[config.mk]
export PLATFORM = sky130hd
export DESIGN_NAME = fess_sequencer
export DESIGN_NICKNAME = d
export VERILOG_FILES = /design/src/shared/fess_pkg.sv /design/src/verilog/fess_sequencer.sv
export VERILOG_INCLUDE_DIRS = /design/src /design/src/shared
export SDC_FILE = /design/constraint.sdc
export NUM_CORES = 1
export LEC_CHECK = 0
export ABC_AREA = 1
export BUFFER_PORTS_ARGS = -buffer_cell sky130_fd_sc_hd__buf_2
export CORE_MARGIN = 3
export CORE_UTILIZATION = 40
export DETAILED_ROUTE_END_ITERATION = 8
export GPL_TIMING_DRIVEN = 0
export HOLD_SLACK_MARGIN = 0.15
export PLACE_DENSITY = 0.64
export SETUP_SLACK_MARGIN = 0.05
export SLEW_MARGIN = 20
export SYNTH_ARGS = -nofsm -noshare
export SYNTH_HDL_FRONTEND = slang
export SYNTH_SLANG_ARGS = --single-unit
[constraint.sdc]
create_clock -name sys_clk_in -period 2.85 [get_ports sys_clk_in]
set_input_delay 0.1425 -clock sys_clk_in [delete_from_list [all_inputs] [get_ports sys_clk_in]]
set_output_delay 0.1425 -clock sys_clk_in [all_outputs]
set_load 0.03 [all_outputs]
[src/shared/fess_map.svh]
// Command codes, address offsets and timing constants of the erase and suspend sequencer.
`ifndef FESS_MAP_SVH
`define FESS_MAP_SVH

// Command data words.
`define FESS_CMD_SETUP 16'h0080
`define FESS_CMD_SECT_ERASE 16'h0030
`define FESS_CMD_CHIP_ERASE 16'h0010
`define FESS_CMD_ERS_SUSP 16'h00b0
`define FESS_CMD_ERS_RESUME 16'h0030
`define FESS_CMD_PGM_SUSP 16'h0051
`define FESS_CMD_PGM_RESUME 16'h0050

// Word offsets within a sector for the two erase cycles.
`define FESS_OFS_W 12
`define FESS_OFS_SETUP 12'h555
`define FESS_OFS_CONFIRM 12'haaa

// Erased and preprogrammed word patterns.
`define FESS_WORD_ERASED 16'hffff
`define FESS_WORD_ZERO 16'h0000

// Default cycle counts: accept window, each erase phase, one embedded program.
// Suspends act on the edge after their command, well inside any latency limit.
`define FESS_SEA_CYC 2000
`define FESS_PHASE_CYC 8000
`define FESS_PROG_CYC 400

`endif

[src/shared/fess_pkg.sv]
// Types shared by the erase and suspend sequencer.
package fess_pkg;

  // Erase engine states.
  typedef enum logic [2:0] {
    FESS_E_IDLE = 3'b000,
    FESS_E_SETUP = 3'b001,
    FESS_E_ACCEPT = 3'b010,
    FESS_E_PREPROG = 3'b011,
    FESS_E_VERIFY = 3'b100,
    FESS_E_ERASE = 3'b101,
    FESS_E_SUSP = 3'b110
  } fess_erase_e;

  // Program engine states.
  typedef enum logic [1:0] {
    FESS_P_IDLE = 2'b00,
    FESS_P_RUN = 2'b01,
    FESS_P_SUSP = 2'b10
  } fess_prog_e;

endpackage

[src/verilog/fess_sequencer.sv]
// Command sequencer for sector erase, chip erase and program/erase suspend and resume.
//
// Summary of operation
// - Program suspend during programming halts it within latency and updates status.
// - Program suspend is one write of 0051h; address is ignored.
// - While program suspended, reads allowed outside suspended program and erase regions.
// - Program resume, one write of 0050h, restarts programming and refreshes status.
// - Only program resume leaves program suspend; extra resumes are ignored.
// - After resuming, a new program suspend is accepted again.
// - Sector erase: 0080h at sector+555h, then 0030h at sector+AAAh.
// - Sector erase starts only if sectors match, offsets right, unlocked, not range locked.
// - Erase preprograms, verifies zeros, then erases sector to FFFFh on its own.
// - More sectors may be added while each command lands inside the accept window.
// - During sector erase only outside-bank reads, status and erase suspend count.
// - Finished sector erase returns bank to idle and drops latched addresses.
// - Hardware reset aborts erase at once; host then reissues the whole sequence.
// - Chip erase: 0080h at base+555h, then 0010h at base+AAAh.
// - Chip erase refused if any sector range locked or sector 0 still locked.
// - Chip erase blocks all array reads and ignores every command.
// - Finished chip erase leaves all words FFFFh and the device idle, unlatched.
// - Erase suspend acts only during sector erase, never during chip erase.
// - Erase suspend stops erase within latency, then reads and programs are allowed.
// - Reads of suspended sectors are undefined; status tells erasing from suspended.
// - Program during erase suspend returns to erase suspend, not idle.
// - Erase resume restarts erase; extra resumes ignored; new suspend accepted.
// - Erase suspend is one write of 00B0h to a bank address.
// - Erase resume is one write of 0030h to a bank address.
`timescale 1ns/100ps
`include "fess_map.svh"

module fess_sequencer
  import fess_pkg::*;
#(
  parameter int NSECT = 8,
  parameter int SECT_PER_BANK = 2,
  parameter int SEA_CYC = `FESS_SEA_CYC,
  parameter int PHASE_CYC = `FESS_PHASE_CYC,
  parameter int PROG_CYC = `FESS_PROG_CYC
) (
  // Clock and reset.
  input wire logic sys_clk_in,
  input wire logic rst_n_in,
  // Command write cycles from the host bus.
  input wire logic cmd_we_in,
  input wire logic [$clog2(NSECT)+`FESS_OFS_W-1:0] cmd_addr_in,
  input wire logic [15:0] cmd_data_in,
  // Start of an embedded word or buffer program, from the program loader.
  input wire logic prog_start_in,
  input wire logic [$clog2(NSECT)+`FESS_OFS_W-1:0] prog_addr_in,
  // Array read requests.
  input wire logic rd_en_in,
  input wire logic [$clog2(NSECT)+`FESS_OFS_W-1:0] rd_addr_in,
  // Sector protection state.
  input wire logic [NSECT-1:0] sect_unlocked_in,
  input wire logic [NSECT-1:0] range_locked_in,
  // Read gating answers, one cycle after the request.
  output logic rd_grant_out,
  output logic rd_undef_out,
  // Array operations: one-cycle fill pulses with the sectors they apply to, and a program step held high every cycle a program runs.
  output logic fill_zero_out,
  output logic fill_ones_out,
  output logic prog_step_out,
  output logic [NSECT-1:0] fill_mask_out,
  // Status bits.
  output logic stat_ready_out,
  output logic stat_erase_susp_out,
  output logic stat_prog_susp_out,
  output logic [NSECT-1:0] stat_sect_erasing_out,
  output logic [NSECT-1:0] stat_sect_susp_out
);

  localparam int SECT_W = $clog2(NSECT);
  localparam int AW = SECT_W + `FESS_OFS_W;

  // Elaboration guards: sector indices must cover every sector exactly, counters are 24 bits.
  if (NSECT < 2 || (NSECT & (NSECT - 1)) != 0 || SECT_PER_BANK < 1 ||
      (NSECT % SECT_PER_BANK) != 0) begin : g_bad_geom
    $error("fess_sequencer: bad sector or bank geometry");
  end
  if (SEA_CYC < 1 || PHASE_CYC < 1 || PROG_CYC < 1 || PHASE_CYC >= (1 << 24) ||
      PROG_CYC >= (1 << 24) || SEA_CYC >= (1 << 24)) begin : g_bad_count
    $error("fess_sequencer: counts out of range");
  end

  fess_erase_e ers_st_ff;
  fess_erase_e ers_resume_ff;
  fess_prog_e prg_st_ff;
  logic chip_ff;
  logic add_setup_ff;
  logic [SECT_W-1:0] setup_sect_ff;
  logic [NSECT-1:0] ers_mask_ff;
  logic [SECT_W-1:0] prg_sect_ff;
  logic [23:0] ers_cnt_ff;
  logic [23:0] prg_cnt_ff;
  logic rd_grant_ff;
  logic rd_undef_ff;
  logic fill_zero_ff;
  logic fill_ones_ff;
  logic prog_step_ff;
  logic [NSECT-1:0] fill_mask_ff;

  // Command cycle decode used by the erase engine.
  logic [SECT_W-1:0] cmd_sect;
  logic [`FESS_OFS_W-1:0] cmd_ofs;
  logic is_setup;
  logic is_sect_cfm;
  logic is_chip_cfm;
  logic sect_ok;
  logic chip_ok;
  logic ers_running;
  logic [NSECT-1:0] cmd_onehot;

  assign cmd_sect = cmd_addr_in[AW-1:`FESS_OFS_W];
  assign cmd_ofs = cmd_addr_in[`FESS_OFS_W-1:0];
  assign is_setup = cmd_we_in && cmd_data_in == `FESS_CMD_SETUP &&
                    cmd_ofs == `FESS_OFS_SETUP;
  assign is_sect_cfm = cmd_we_in && cmd_data_in == `FESS_CMD_SECT_ERASE &&
                       cmd_ofs == `FESS_OFS_CONFIRM;
  assign is_chip_cfm = cmd_we_in && cmd_data_in == `FESS_CMD_CHIP_ERASE &&
                       cmd_ofs == `FESS_OFS_CONFIRM;
  assign cmd_onehot = NSECT'(1) << cmd_sect;
  // Same sector in both cycles, unlocked and outside any locked range.
  assign sect_ok = cmd_sect == setup_sect_ff && sect_unlocked_in[cmd_sect] &&
                   !range_locked_in[cmd_sect];
  assign chip_ok = cmd_sect == setup_sect_ff && sect_unlocked_in[0] &&
                   range_locked_in == '0;
  assign ers_running = ers_st_ff == FESS_E_PREPROG || ers_st_ff == FESS_E_VERIFY ||
                       ers_st_ff == FESS_E_ERASE;

  // Erase engine. Reset aborts any erase in flight; nothing is remembered across it.
  always_ff @(posedge sys_clk_in or negedge rst_n_in) begin
    if (!rst_n_in) begin
      ers_st_ff <= FESS_E_IDLE;
      ers_resume_ff <= FESS_E_ERASE;
      chip_ff <= 1'b0;
      add_setup_ff <= 1'b0;
      setup_sect_ff <= '0;
      ers_mask_ff <= '0;
      ers_cnt_ff <= '0;
    end else begin
      case (ers_st_ff)
        FESS_E_IDLE: begin
          // A program in flight owns the command port; erase setup is ignored unless the program engine is idle.
          if (is_setup && prg_st_ff == FESS_P_IDLE) begin
            ers_st_ff <= FESS_E_SETUP;
            setup_sect_ff <= cmd_sect;
          end
        end
        FESS_E_SETUP: begin
          if (cmd_we_in) begin
            if (is_sect_cfm && sect_ok) begin
              ers_st_ff <= FESS_E_ACCEPT;
              ers_mask_ff <= cmd_onehot;
              chip_ff <= 1'b0;
              ers_cnt_ff <= '0;
            end else if (is_chip_cfm && chip_ok) begin
              ers_st_ff <= FESS_E_PREPROG;
              ers_mask_ff <= '1;
              chip_ff <= 1'b1;
              ers_cnt_ff <= '0;
            end else begin
              ers_st_ff <= FESS_E_IDLE;
            end
          end
        end
        FESS_E_ACCEPT: begin
          // Each added sector restarts the window, so the list has no fixed limit.
          if (add_setup_ff && cmd_we_in) begin
            add_setup_ff <= 1'b0;
            if (is_sect_cfm && sect_ok) begin
              ers_mask_ff <= ers_mask_ff | cmd_onehot;
              ers_cnt_ff <= '0;
            end else begin
              ers_cnt_ff <= ers_cnt_ff + 24'h000001;
            end
          end else if (is_setup) begin
            add_setup_ff <= 1'b1;
            setup_sect_ff <= cmd_sect;
            ers_cnt_ff <= ers_cnt_ff + 24'h000001;
          end else if (ers_cnt_ff >= 24'(SEA_CYC - 1)) begin
            ers_st_ff <= FESS_E_PREPROG;
            add_setup_ff <= 1'b0;
            ers_cnt_ff <= '0;
          end else begin
            ers_cnt_ff <= ers_cnt_ff + 24'h000001;
          end
        end
        FESS_E_PREPROG, FESS_E_VERIFY, FESS_E_ERASE: begin
          if (!chip_ff && cmd_we_in && cmd_data_in == `FESS_CMD_ERS_SUSP) begin
            ers_resume_ff <= ers_st_ff;
            ers_st_ff <= FESS_E_SUSP;
          end else if (ers_cnt_ff >= 24'(PHASE_CYC - 1)) begin
            ers_cnt_ff <= '0;
            if (ers_st_ff == FESS_E_PREPROG) begin
              ers_st_ff <= FESS_E_VERIFY;
            end else if (ers_st_ff == FESS_E_VERIFY) begin
              ers_st_ff <= FESS_E_ERASE;
            end else begin
              ers_st_ff <= FESS_E_IDLE;
              ers_mask_ff <= '0;
              chip_ff <= 1'b0;
            end
          end else begin
            ers_cnt_ff <= ers_cnt_ff + 24'h000001;
          end
        end
        FESS_E_SUSP: begin
          // The phase count is frozen, so resume carries on where erase stopped.
          if (cmd_we_in && cmd_data_in == `FESS_CMD_ERS_RESUME &&
              prg_st_ff == FESS_P_IDLE) begin
            ers_st_ff <= ers_resume_ff;
          end
        end
        default: ers_st_ff <= FESS_E_IDLE;
      endcase
    end
  end

  // Program engine. Starts from idle or from erase suspend, outside erasing sectors.
  always_ff @(posedge sys_clk_in or negedge rst_n_in) begin
    if (!rst_n_in) begin
      prg_st_ff <= FESS_P_IDLE;
      prg_sect_ff <= '0;
      prg_cnt_ff <= '0;
    end else begin
      case (prg_st_ff)
        FESS_P_IDLE: begin
          if (prog_start_in && (ers_st_ff == FESS_E_IDLE ||
              (ers_st_ff == FESS_E_SUSP &&
               !ers_mask_ff[prog_addr_in[AW-1:`FESS_OFS_W]]))) begin
            prg_st_ff <= FESS_P_RUN;
            prg_sect_ff <= prog_addr_in[AW-1:`FESS_OFS_W];
            prg_cnt_ff <= '0;
          end
        end
        FESS_P_RUN: begin
          if (cmd_we_in && cmd_data_in == `FESS_CMD_PGM_SUSP) begin
            prg_st_ff <= FESS_P_SUSP;
          end else if (prg_cnt_ff >= 24'(PROG_CYC - 1)) begin
            prg_st_ff <= FESS_P_IDLE;
          end else begin
            prg_cnt_ff <= prg_cnt_ff + 24'h000001;
          end
        end
        FESS_P_SUSP: begin
          if (cmd_we_in && cmd_data_in == `FESS_CMD_PGM_RESUME) begin
            prg_st_ff <= FESS_P_RUN;
          end
        end
        default: prg_st_ff <= FESS_P_IDLE;
      endcase
    end
  end

  // Read gating, answered on the edge after the request.
  logic [SECT_W-1:0] rd_sect;
  logic [NSECT-1:0] busy_bank_mask;
  logic [NSECT-1:0] prg_bank_mask;
  logic rd_block;

  assign rd_sect = rd_addr_in[AW-1:`FESS_OFS_W];

  // Expand the erasing and programming sectors to whole banks.
  always_comb begin
    busy_bank_mask = '0;
    prg_bank_mask = '0;
    for (int s = 0; s < NSECT; s++) begin
      for (int t = 0; t < NSECT; t++) begin
        if (s / SECT_PER_BANK == t / SECT_PER_BANK) begin
          if (ers_mask_ff[t] && (ers_running || ers_st_ff == FESS_E_ACCEPT))
            busy_bank_mask[s] = 1'b1;
          if (prg_st_ff == FESS_P_RUN && prg_sect_ff == SECT_W'(t))
            prg_bank_mask[s] = 1'b1;
        end
      end
    end
  end

  assign rd_block = (chip_ff && ers_st_ff != FESS_E_IDLE) ||
                    busy_bank_mask[rd_sect] ||
                    prg_bank_mask[rd_sect] ||
                    (prg_st_ff == FESS_P_SUSP && prg_sect_ff == rd_sect);

  always_ff @(posedge sys_clk_in or negedge rst_n_in) begin
    if (!rst_n_in) begin
      rd_grant_ff <= 1'b0;
      rd_undef_ff <= 1'b0;
    end else begin
      rd_grant_ff <= rd_en_in && !rd_block;
      rd_undef_ff <= rd_en_in && !rd_block && ers_st_ff == FESS_E_SUSP &&
                     ers_mask_ff[rd_sect];
    end
  end

  // Array fill pulses at the end of the preprogram and erase phases.
  always_ff @(posedge sys_clk_in or negedge rst_n_in) begin
    if (!rst_n_in) begin
      fill_zero_ff <= 1'b0;
      fill_ones_ff <= 1'b0;
      prog_step_ff <= 1'b0;
      fill_mask_ff <= '0;
    end else begin
      // Only an accepted suspend holds the phase back; ignored writes must not drop the pulse.
      fill_zero_ff <= ers_st_ff == FESS_E_PREPROG && ers_cnt_ff >= 24'(PHASE_CYC - 1) &&
                      (chip_ff || !(cmd_we_in && cmd_data_in == `FESS_CMD_ERS_SUSP));
      fill_ones_ff <= ers_st_ff == FESS_E_ERASE && ers_cnt_ff >= 24'(PHASE_CYC - 1) &&
                      (chip_ff || !(cmd_we_in && cmd_data_in == `FESS_CMD_ERS_SUSP));
      prog_step_ff <= prg_st_ff == FESS_P_RUN && !(cmd_we_in &&
                      cmd_data_in == `FESS_CMD_PGM_SUSP);
      fill_mask_ff <= ers_mask_ff;
    end
  end

  // Outputs.
  assign rd_grant_out = rd_grant_ff;
  assign rd_undef_out = rd_undef_ff;
  assign fill_zero_out = fill_zero_ff;
  assign fill_ones_out = fill_ones_ff;
  assign prog_step_out = prog_step_ff;
  assign fill_mask_out = fill_mask_ff;
  assign stat_ready_out = !ers_running && ers_st_ff != FESS_E_ACCEPT &&
                          prg_st_ff != FESS_P_RUN;
  assign stat_erase_susp_out = ers_st_ff == FESS_E_SUSP;
  assign stat_prog_susp_out = prg_st_ff == FESS_P_SUSP;
  assign stat_sect_erasing_out = (ers_running || ers_st_ff == FESS_E_ACCEPT) ?
                                 ers_mask_ff : '0;
  assign stat_sect_susp_out = (ers_st_ff == FESS_E_SUSP) ? ers_mask_ff : '0;

endmodule
* Yosys cells after proc, flatten, opt, wreduce, memory -nomap -nowiden
Index checks and enable logic that the tools add are counted.
** Storage, ports and cells
- Bits in registers :: 85
- ROM bits :: 0
- Memories :: 0
- Bits in latches :: 0
- Output and inout bits :: 32
- Word-level logic and storage cells :: 246
- RAM bits :: 0
** Cells by class
- $lt $le $gt $ge :: 6
- Multiplexer cells :: 87
- Shift operators :: 1
- Reduce and logical (&&, ||, !) cells :: 86
- Bitwise operators :: 1
- Eq/ne operators :: 47
- Add/sub/neg operators :: 2
- Div/mod/pow operators :: 0
- $mul :: 0
** Operators with widths (number)
- 24-bit 2-to-1 mux :: 12
- 8-bit 2-to-1 mux :: 11
- 24-bit one-hot mux with 3 select lines :: 1
- 1-bit logical AND :: 50
- 24-bit by 1-bit adder with 24-bit output (second input constant) :: 2
- 24-bit one-hot mux with 2 select lines :: 1
- 3-bit 2-to-1 mux :: 13
- 16-bit by 7-bit == test with 1-bit output (second input constant) :: 2
- 16-bit by 8-bit == test with 1-bit output (second input constant) :: 2
- 1-bit 2-to-1 mux :: 32
- 2-bit != test (second input constant) :: 14
- 24-bit by 11-bit >= comparator with 1-bit output (second input constant) :: 1
- 24-bit by 13-bit >= comparator with 1-bit output (second input constant) :: 1
- 24-bit by 9-bit >= comparator with 1-bit output (second input constant) :: 1
- 8-bit one-hot mux with 3 select lines :: 1
- 3-bit == test (second input constant) :: 7
- 1-bit binary-select mux with 3-bit select :: 6
- 16-bit by 5-bit == test with 1-bit output (second input constant) :: 1
- 16-bit by 6-bit == test with 1-bit output (second input constant) :: 1
- 3-bit one-hot mux with 5 select lines :: 1
- 7-bit AND reduction :: 2
- 12-bit by 11-bit == test with 1-bit output (second input constant) :: 1
- 12-bit == test (second input constant) :: 1
- 3-bit by 2-bit == test with 1-bit output (second input constant) :: 4
- 26 further kinds :: 62

* Depth between registers and ports, before layout
- Word-level depth :: 16
- Depth in mapped cells :: 15

* Worst setup path after synthesis
OpenSTA, ideal clock, no wires.
- Kind :: register to output
- Start point :: register ers_st_ff[0]
- End point :: output stat_sect_erasing_out[0]
- Setup slack :: 1.111 ns
- Required time :: 2.707 ns
- Cell stages (with the launch flop) :: 9
- Data arrival time :: 1.596 ns
- Cell sequence :: dfrtp_1 > inv_1 > nand2_2 > nor2_2 > inv_2 > nand2_4 > inv_2 > buf_2 > nor2_1
** Between the ends
- Cells in the longest elaborated chain, start to end :: 5
- Elaborated cells on any way between the ends :: 8
** RTL lines
- start, declared :: line fess_sequencer.sv:85 : fess_erase_e ers_st_ff;
- start signal, assigned :: line fess_sequencer.sv:211 : ers_st_ff <= ers_resume_ff;
- 3-bit by 2-bit == test with 1-bit output / 3-bit == test (equally long branches) :: line fess_sequencer.sv:127 : assign ers_running = ers_st_ff == FESS_E_PREPROG || ers_st_ff == FESS_E_VERIFY ||
- 1-bit logical OR (2 in a row) :: line fess_sequencer.sv:127
- 1-bit logical OR * :: line fess_sequencer.sv:325 : assign stat_sect_erasing_out = (ers_running || ers_st_ff == FESS_E_ACCEPT) ?
- 8-bit 2-to-1 mux * :: line fess_sequencer.sv:325
- end, declared :: line fess_sequencer.sv:68 : output logic [NSECT-1:0] stat_sect_erasing_out,
Every way passes the cells marked *; elsewhere a longest branch is shown, timed or not.

* Worst setup path in the final report
- Start point :: register ers_st_ff[2]
- End point :: output stat_sect_erasing_out[4]
Same word-level chain as after synthesis.

==> reports/qor.csv <==
stage,metric,value,unit
global_routing,gr-usage-all-layers,20.0,%
synthesis,yosysMostFrequentCell,nand2_1,
pwr,p_per_area,634,nW/um^2
pwr,power_frac_clock,29.3,%
sta,final.setup.tns,0,ps
floorplan,dieWidth,123,um
sta,worst_pin_slew,609,ps
pwr,p_int,2.53,mW
setup_path,cp_data_required_time,2710,ps
route,wl_per_cell,13.3,um
hold_path,holdCritStartpoint,cmd_data_in[0],
sta,skew,7.47,ps
final_layout,nets,995,
synthesis,syn_area_per_cell,6.75,um^2
floorplan,fp.dieArea,15000,um^2
route,wl,14.5,mm
setup_path,r2r-start,ers_cnt_ff[0],
final_layout,num_antenna_cells,0,
global_routing,antenna_found_initial,0,
synthesis,ys_ff_latch,85,
floorplan,dieHeight,123,um
place,gp_congestion,0.938,
setup_path,cp-start-kind,register,
final_layout,drive_above_1_share,16.9,%
route,first_pass_iters,5,
run_status,outcome,"complete, no violations",
route,viasPerCell,4.90,
cts,ctsResizeCount,0,
setup_path,crit_type,reg -> out,
synthesis,synthFlopType,dfrtp_1,
sta,slew_violations,0,
pwr,p_leak,3.32,nW
global_routing,grt_max_degree,54,
floorplan,initial_core_util,41.9,%
place,post-place-ws,654,ps
sta,timing.final.ws_setup,587,ps
hold_path,hp-class,in -> reg,
synthesis,synth_common_cells,"236 x nand2_1, 126 x nor2_1, 98 x inv_1",
sta,holdWs,182,ps
synthesis,synth_cells,806,
sta,rsz0062_at_grt,false,
setup_path,cp_max_fo,10,
run,drv_cap,0,
pwr,peakVddDrop,0.000443,V
setup_path,cp-startpoint,ers_st_ff[2],
synthesis,synth.net_count,890,
sta,final.period_utilization,79.4,%
pwr,p_comb_share,30.9,%
sta,slew_headroom,59.2,%
synthesis,async_flop_share,100,%
route,drt_first_iter_violations,331,
route,antenna_left,0,
cts,cts_buffer_depth,2,
place,placed_cells,1066,
sta,hold_viol,0,
sta,finalSetupViolations,0,
place,place_area,6120,um^2
floorplan,core,13000,um^2
route,drcViolationCount,0,
floorplan,rows,41,
synthesis,synth_cell_types,38,
cts,clock_sinks,85,
final_layout,final_area,6480,um^2
final_layout,n_fill_cell,1300,
final_layout,multi_input_area,2820,um^2
pwr,p_sw,1.58,mW
global_routing,first_global_vias,4845,
final_layout,seqCellArea,2130,um^2
synthesis,synth.area.top_cells,"dfrtp_1 38%, nand2_1 16%, nor2_1 8.7%",
synthesis,synth_edf_count,0,
synthesis,ys_seq_area_share,39.1,%
sta,max_clock_freq,0.442,GHz
cts,numCtsBuffers,9,
synthesis,netlist_area,5440,um^2
global_routing,grt_first_pass_wirelength,23.7,mm
final_layout,layoutNonFillerInstCount,1087,
pwr,power.share.switching,38.3,%
setup_path,cp.arrival,2120,ps
place,portBuffers,87,
cts,cts_tree,built,
cts,root_buffer,clkbuf_16,
pwr,power_frac_seq,39.7,%
floorplan,io_pins,114,
final_layout,syn_to_final_growth,19.1,%
cts,ctsHtreeMaxLevel,3,
setup_path,r2r_setup_slack,680,ps
global_routing,grt_remaining_overflow,0,
setup_path,endpoint_kind,output pin,
place,dp_hpwl,11.0,mm
synthesis,netlist.area_leader.share,38.2,%
synthesis,yosysWarnings,0,
cts,clk_pin_slew,60,ps
synthesis,synth_area_leader_cell,dfrtp_1,
route,num_vias,5321,
sta,final.min_clock_period,2260,ps
cts,clock_latency,350,ps
[power by group through the flow]
stage / Sequential (mW) / Clock, mW / Combinational [mW]
6_report: 1.63 / 1.21 / 1.27
5_1_grt: 1.67 / 1.28 / 1.44
4_1_cts: 1.63 / 1.24 / 1.28
3_5_place_dp: 1.65 / 0 / 1.27
3_3_place_gp: 1.65 / 0 / 1.25
2_1_floorplan: 1.72 / 0 / 0.787
[cell type report]
class	count	area share (%)
multi-input cells	599	43.4
flip-flops and latches	85	32.8
repair buffers	94	8.10
inverters	108	6.25
clock buffers	10	3.69
well taps	172	3.32
plain buffers	14	1.43
clock inverters	5	0.946
[sequential cells by signal (all words and copies together), names as in the netlist]
signal / count
ers_st_ff: 3
prg_cnt_ff: 24
prg_st_ff: 2
chip_ff: 1
rd_grant_out: 1
fill_zero_out: 1
prog_step_out: 1
ers_mask_ff: 8
ers_resume_ff: 3
ers_cnt_ff: 24
setup_sect_ff: 3
fill_mask_out: 8
add_setup_ff: 1
fill_ones_out: 1
rd_undef_out: 1
prg_sect_ff: 3
[kinds of logic after synthesis]
kind of cell    after synthesis  share of synthesized area (%)
simple gates                495                           40.1
fa+ha+maj                     2                          0.460
buf+inv                     122                           9.15
xor+xnor                     20                           3.22
compound gates               82                           7.93
flops                        85                           39.1
[metrics by stage]
stage	utilization (%)	power, mW
detailed placement	47.2	2.92
global route	50.0	4.39
finish	50.0	4.11
CTS	50.0	4.14
floorplan	-	2.51
global placement	46.9	2.90
[path summary, 6_finish.rpt]
kind	end	depth (start not counted)
max	stat_sect_erasing_out[4]	10
min	prg_st_ff[1]	5
max reg2reg	ers_cnt_ff[16]	13
min reg2reg	ers_resume_ff[1]	2
max in group asynchronous	ers_resume_ff[0]	3
min in group asynchronous	prog_step_out	2
[metal layers]
| metal | track usage, % | routed length (um) |
|---|---|---|
| met4 | 4.62 | 170 |
| met3 | 5.02 | 634 |
| met5 | 0 | 0 |
| met1 | 26.7 | 6750 |
| met2 | 33.0 | 6930 |
[timing repair]
item                      in CTS  in global routing
buffers inserted               0                  0
hold endpoints to repair      42                  0
hold buffers                   6                  0
[cell usage in the layout (no fill, tap or decap), types with 9 or more instances in the layout]
cell / instances
a21oi_1: 12
buf_2: 93
clkbuf_16: 9
dfrtp_1: 83
inv_1: 98
inv_2: 10
nand2_1: 236
nand3_1: 56
nand4_1: 19
nor2_1: 126
nor3_1: 20
o21ai_0: 52
o21ai_1: 9
xor2_1: 17
[critical path, cell delays in order, from the launching register on]
cell and delay (ps):
dfrtp_1 440, inv_2 180, nor3_4 60, inv_2 60
nand2_2 70, nor2_4 140, nand2_4 140, inv_2 170
buf_2 260, nor2_1 60, buf_2 180
(Power assumes the default switching activity.)
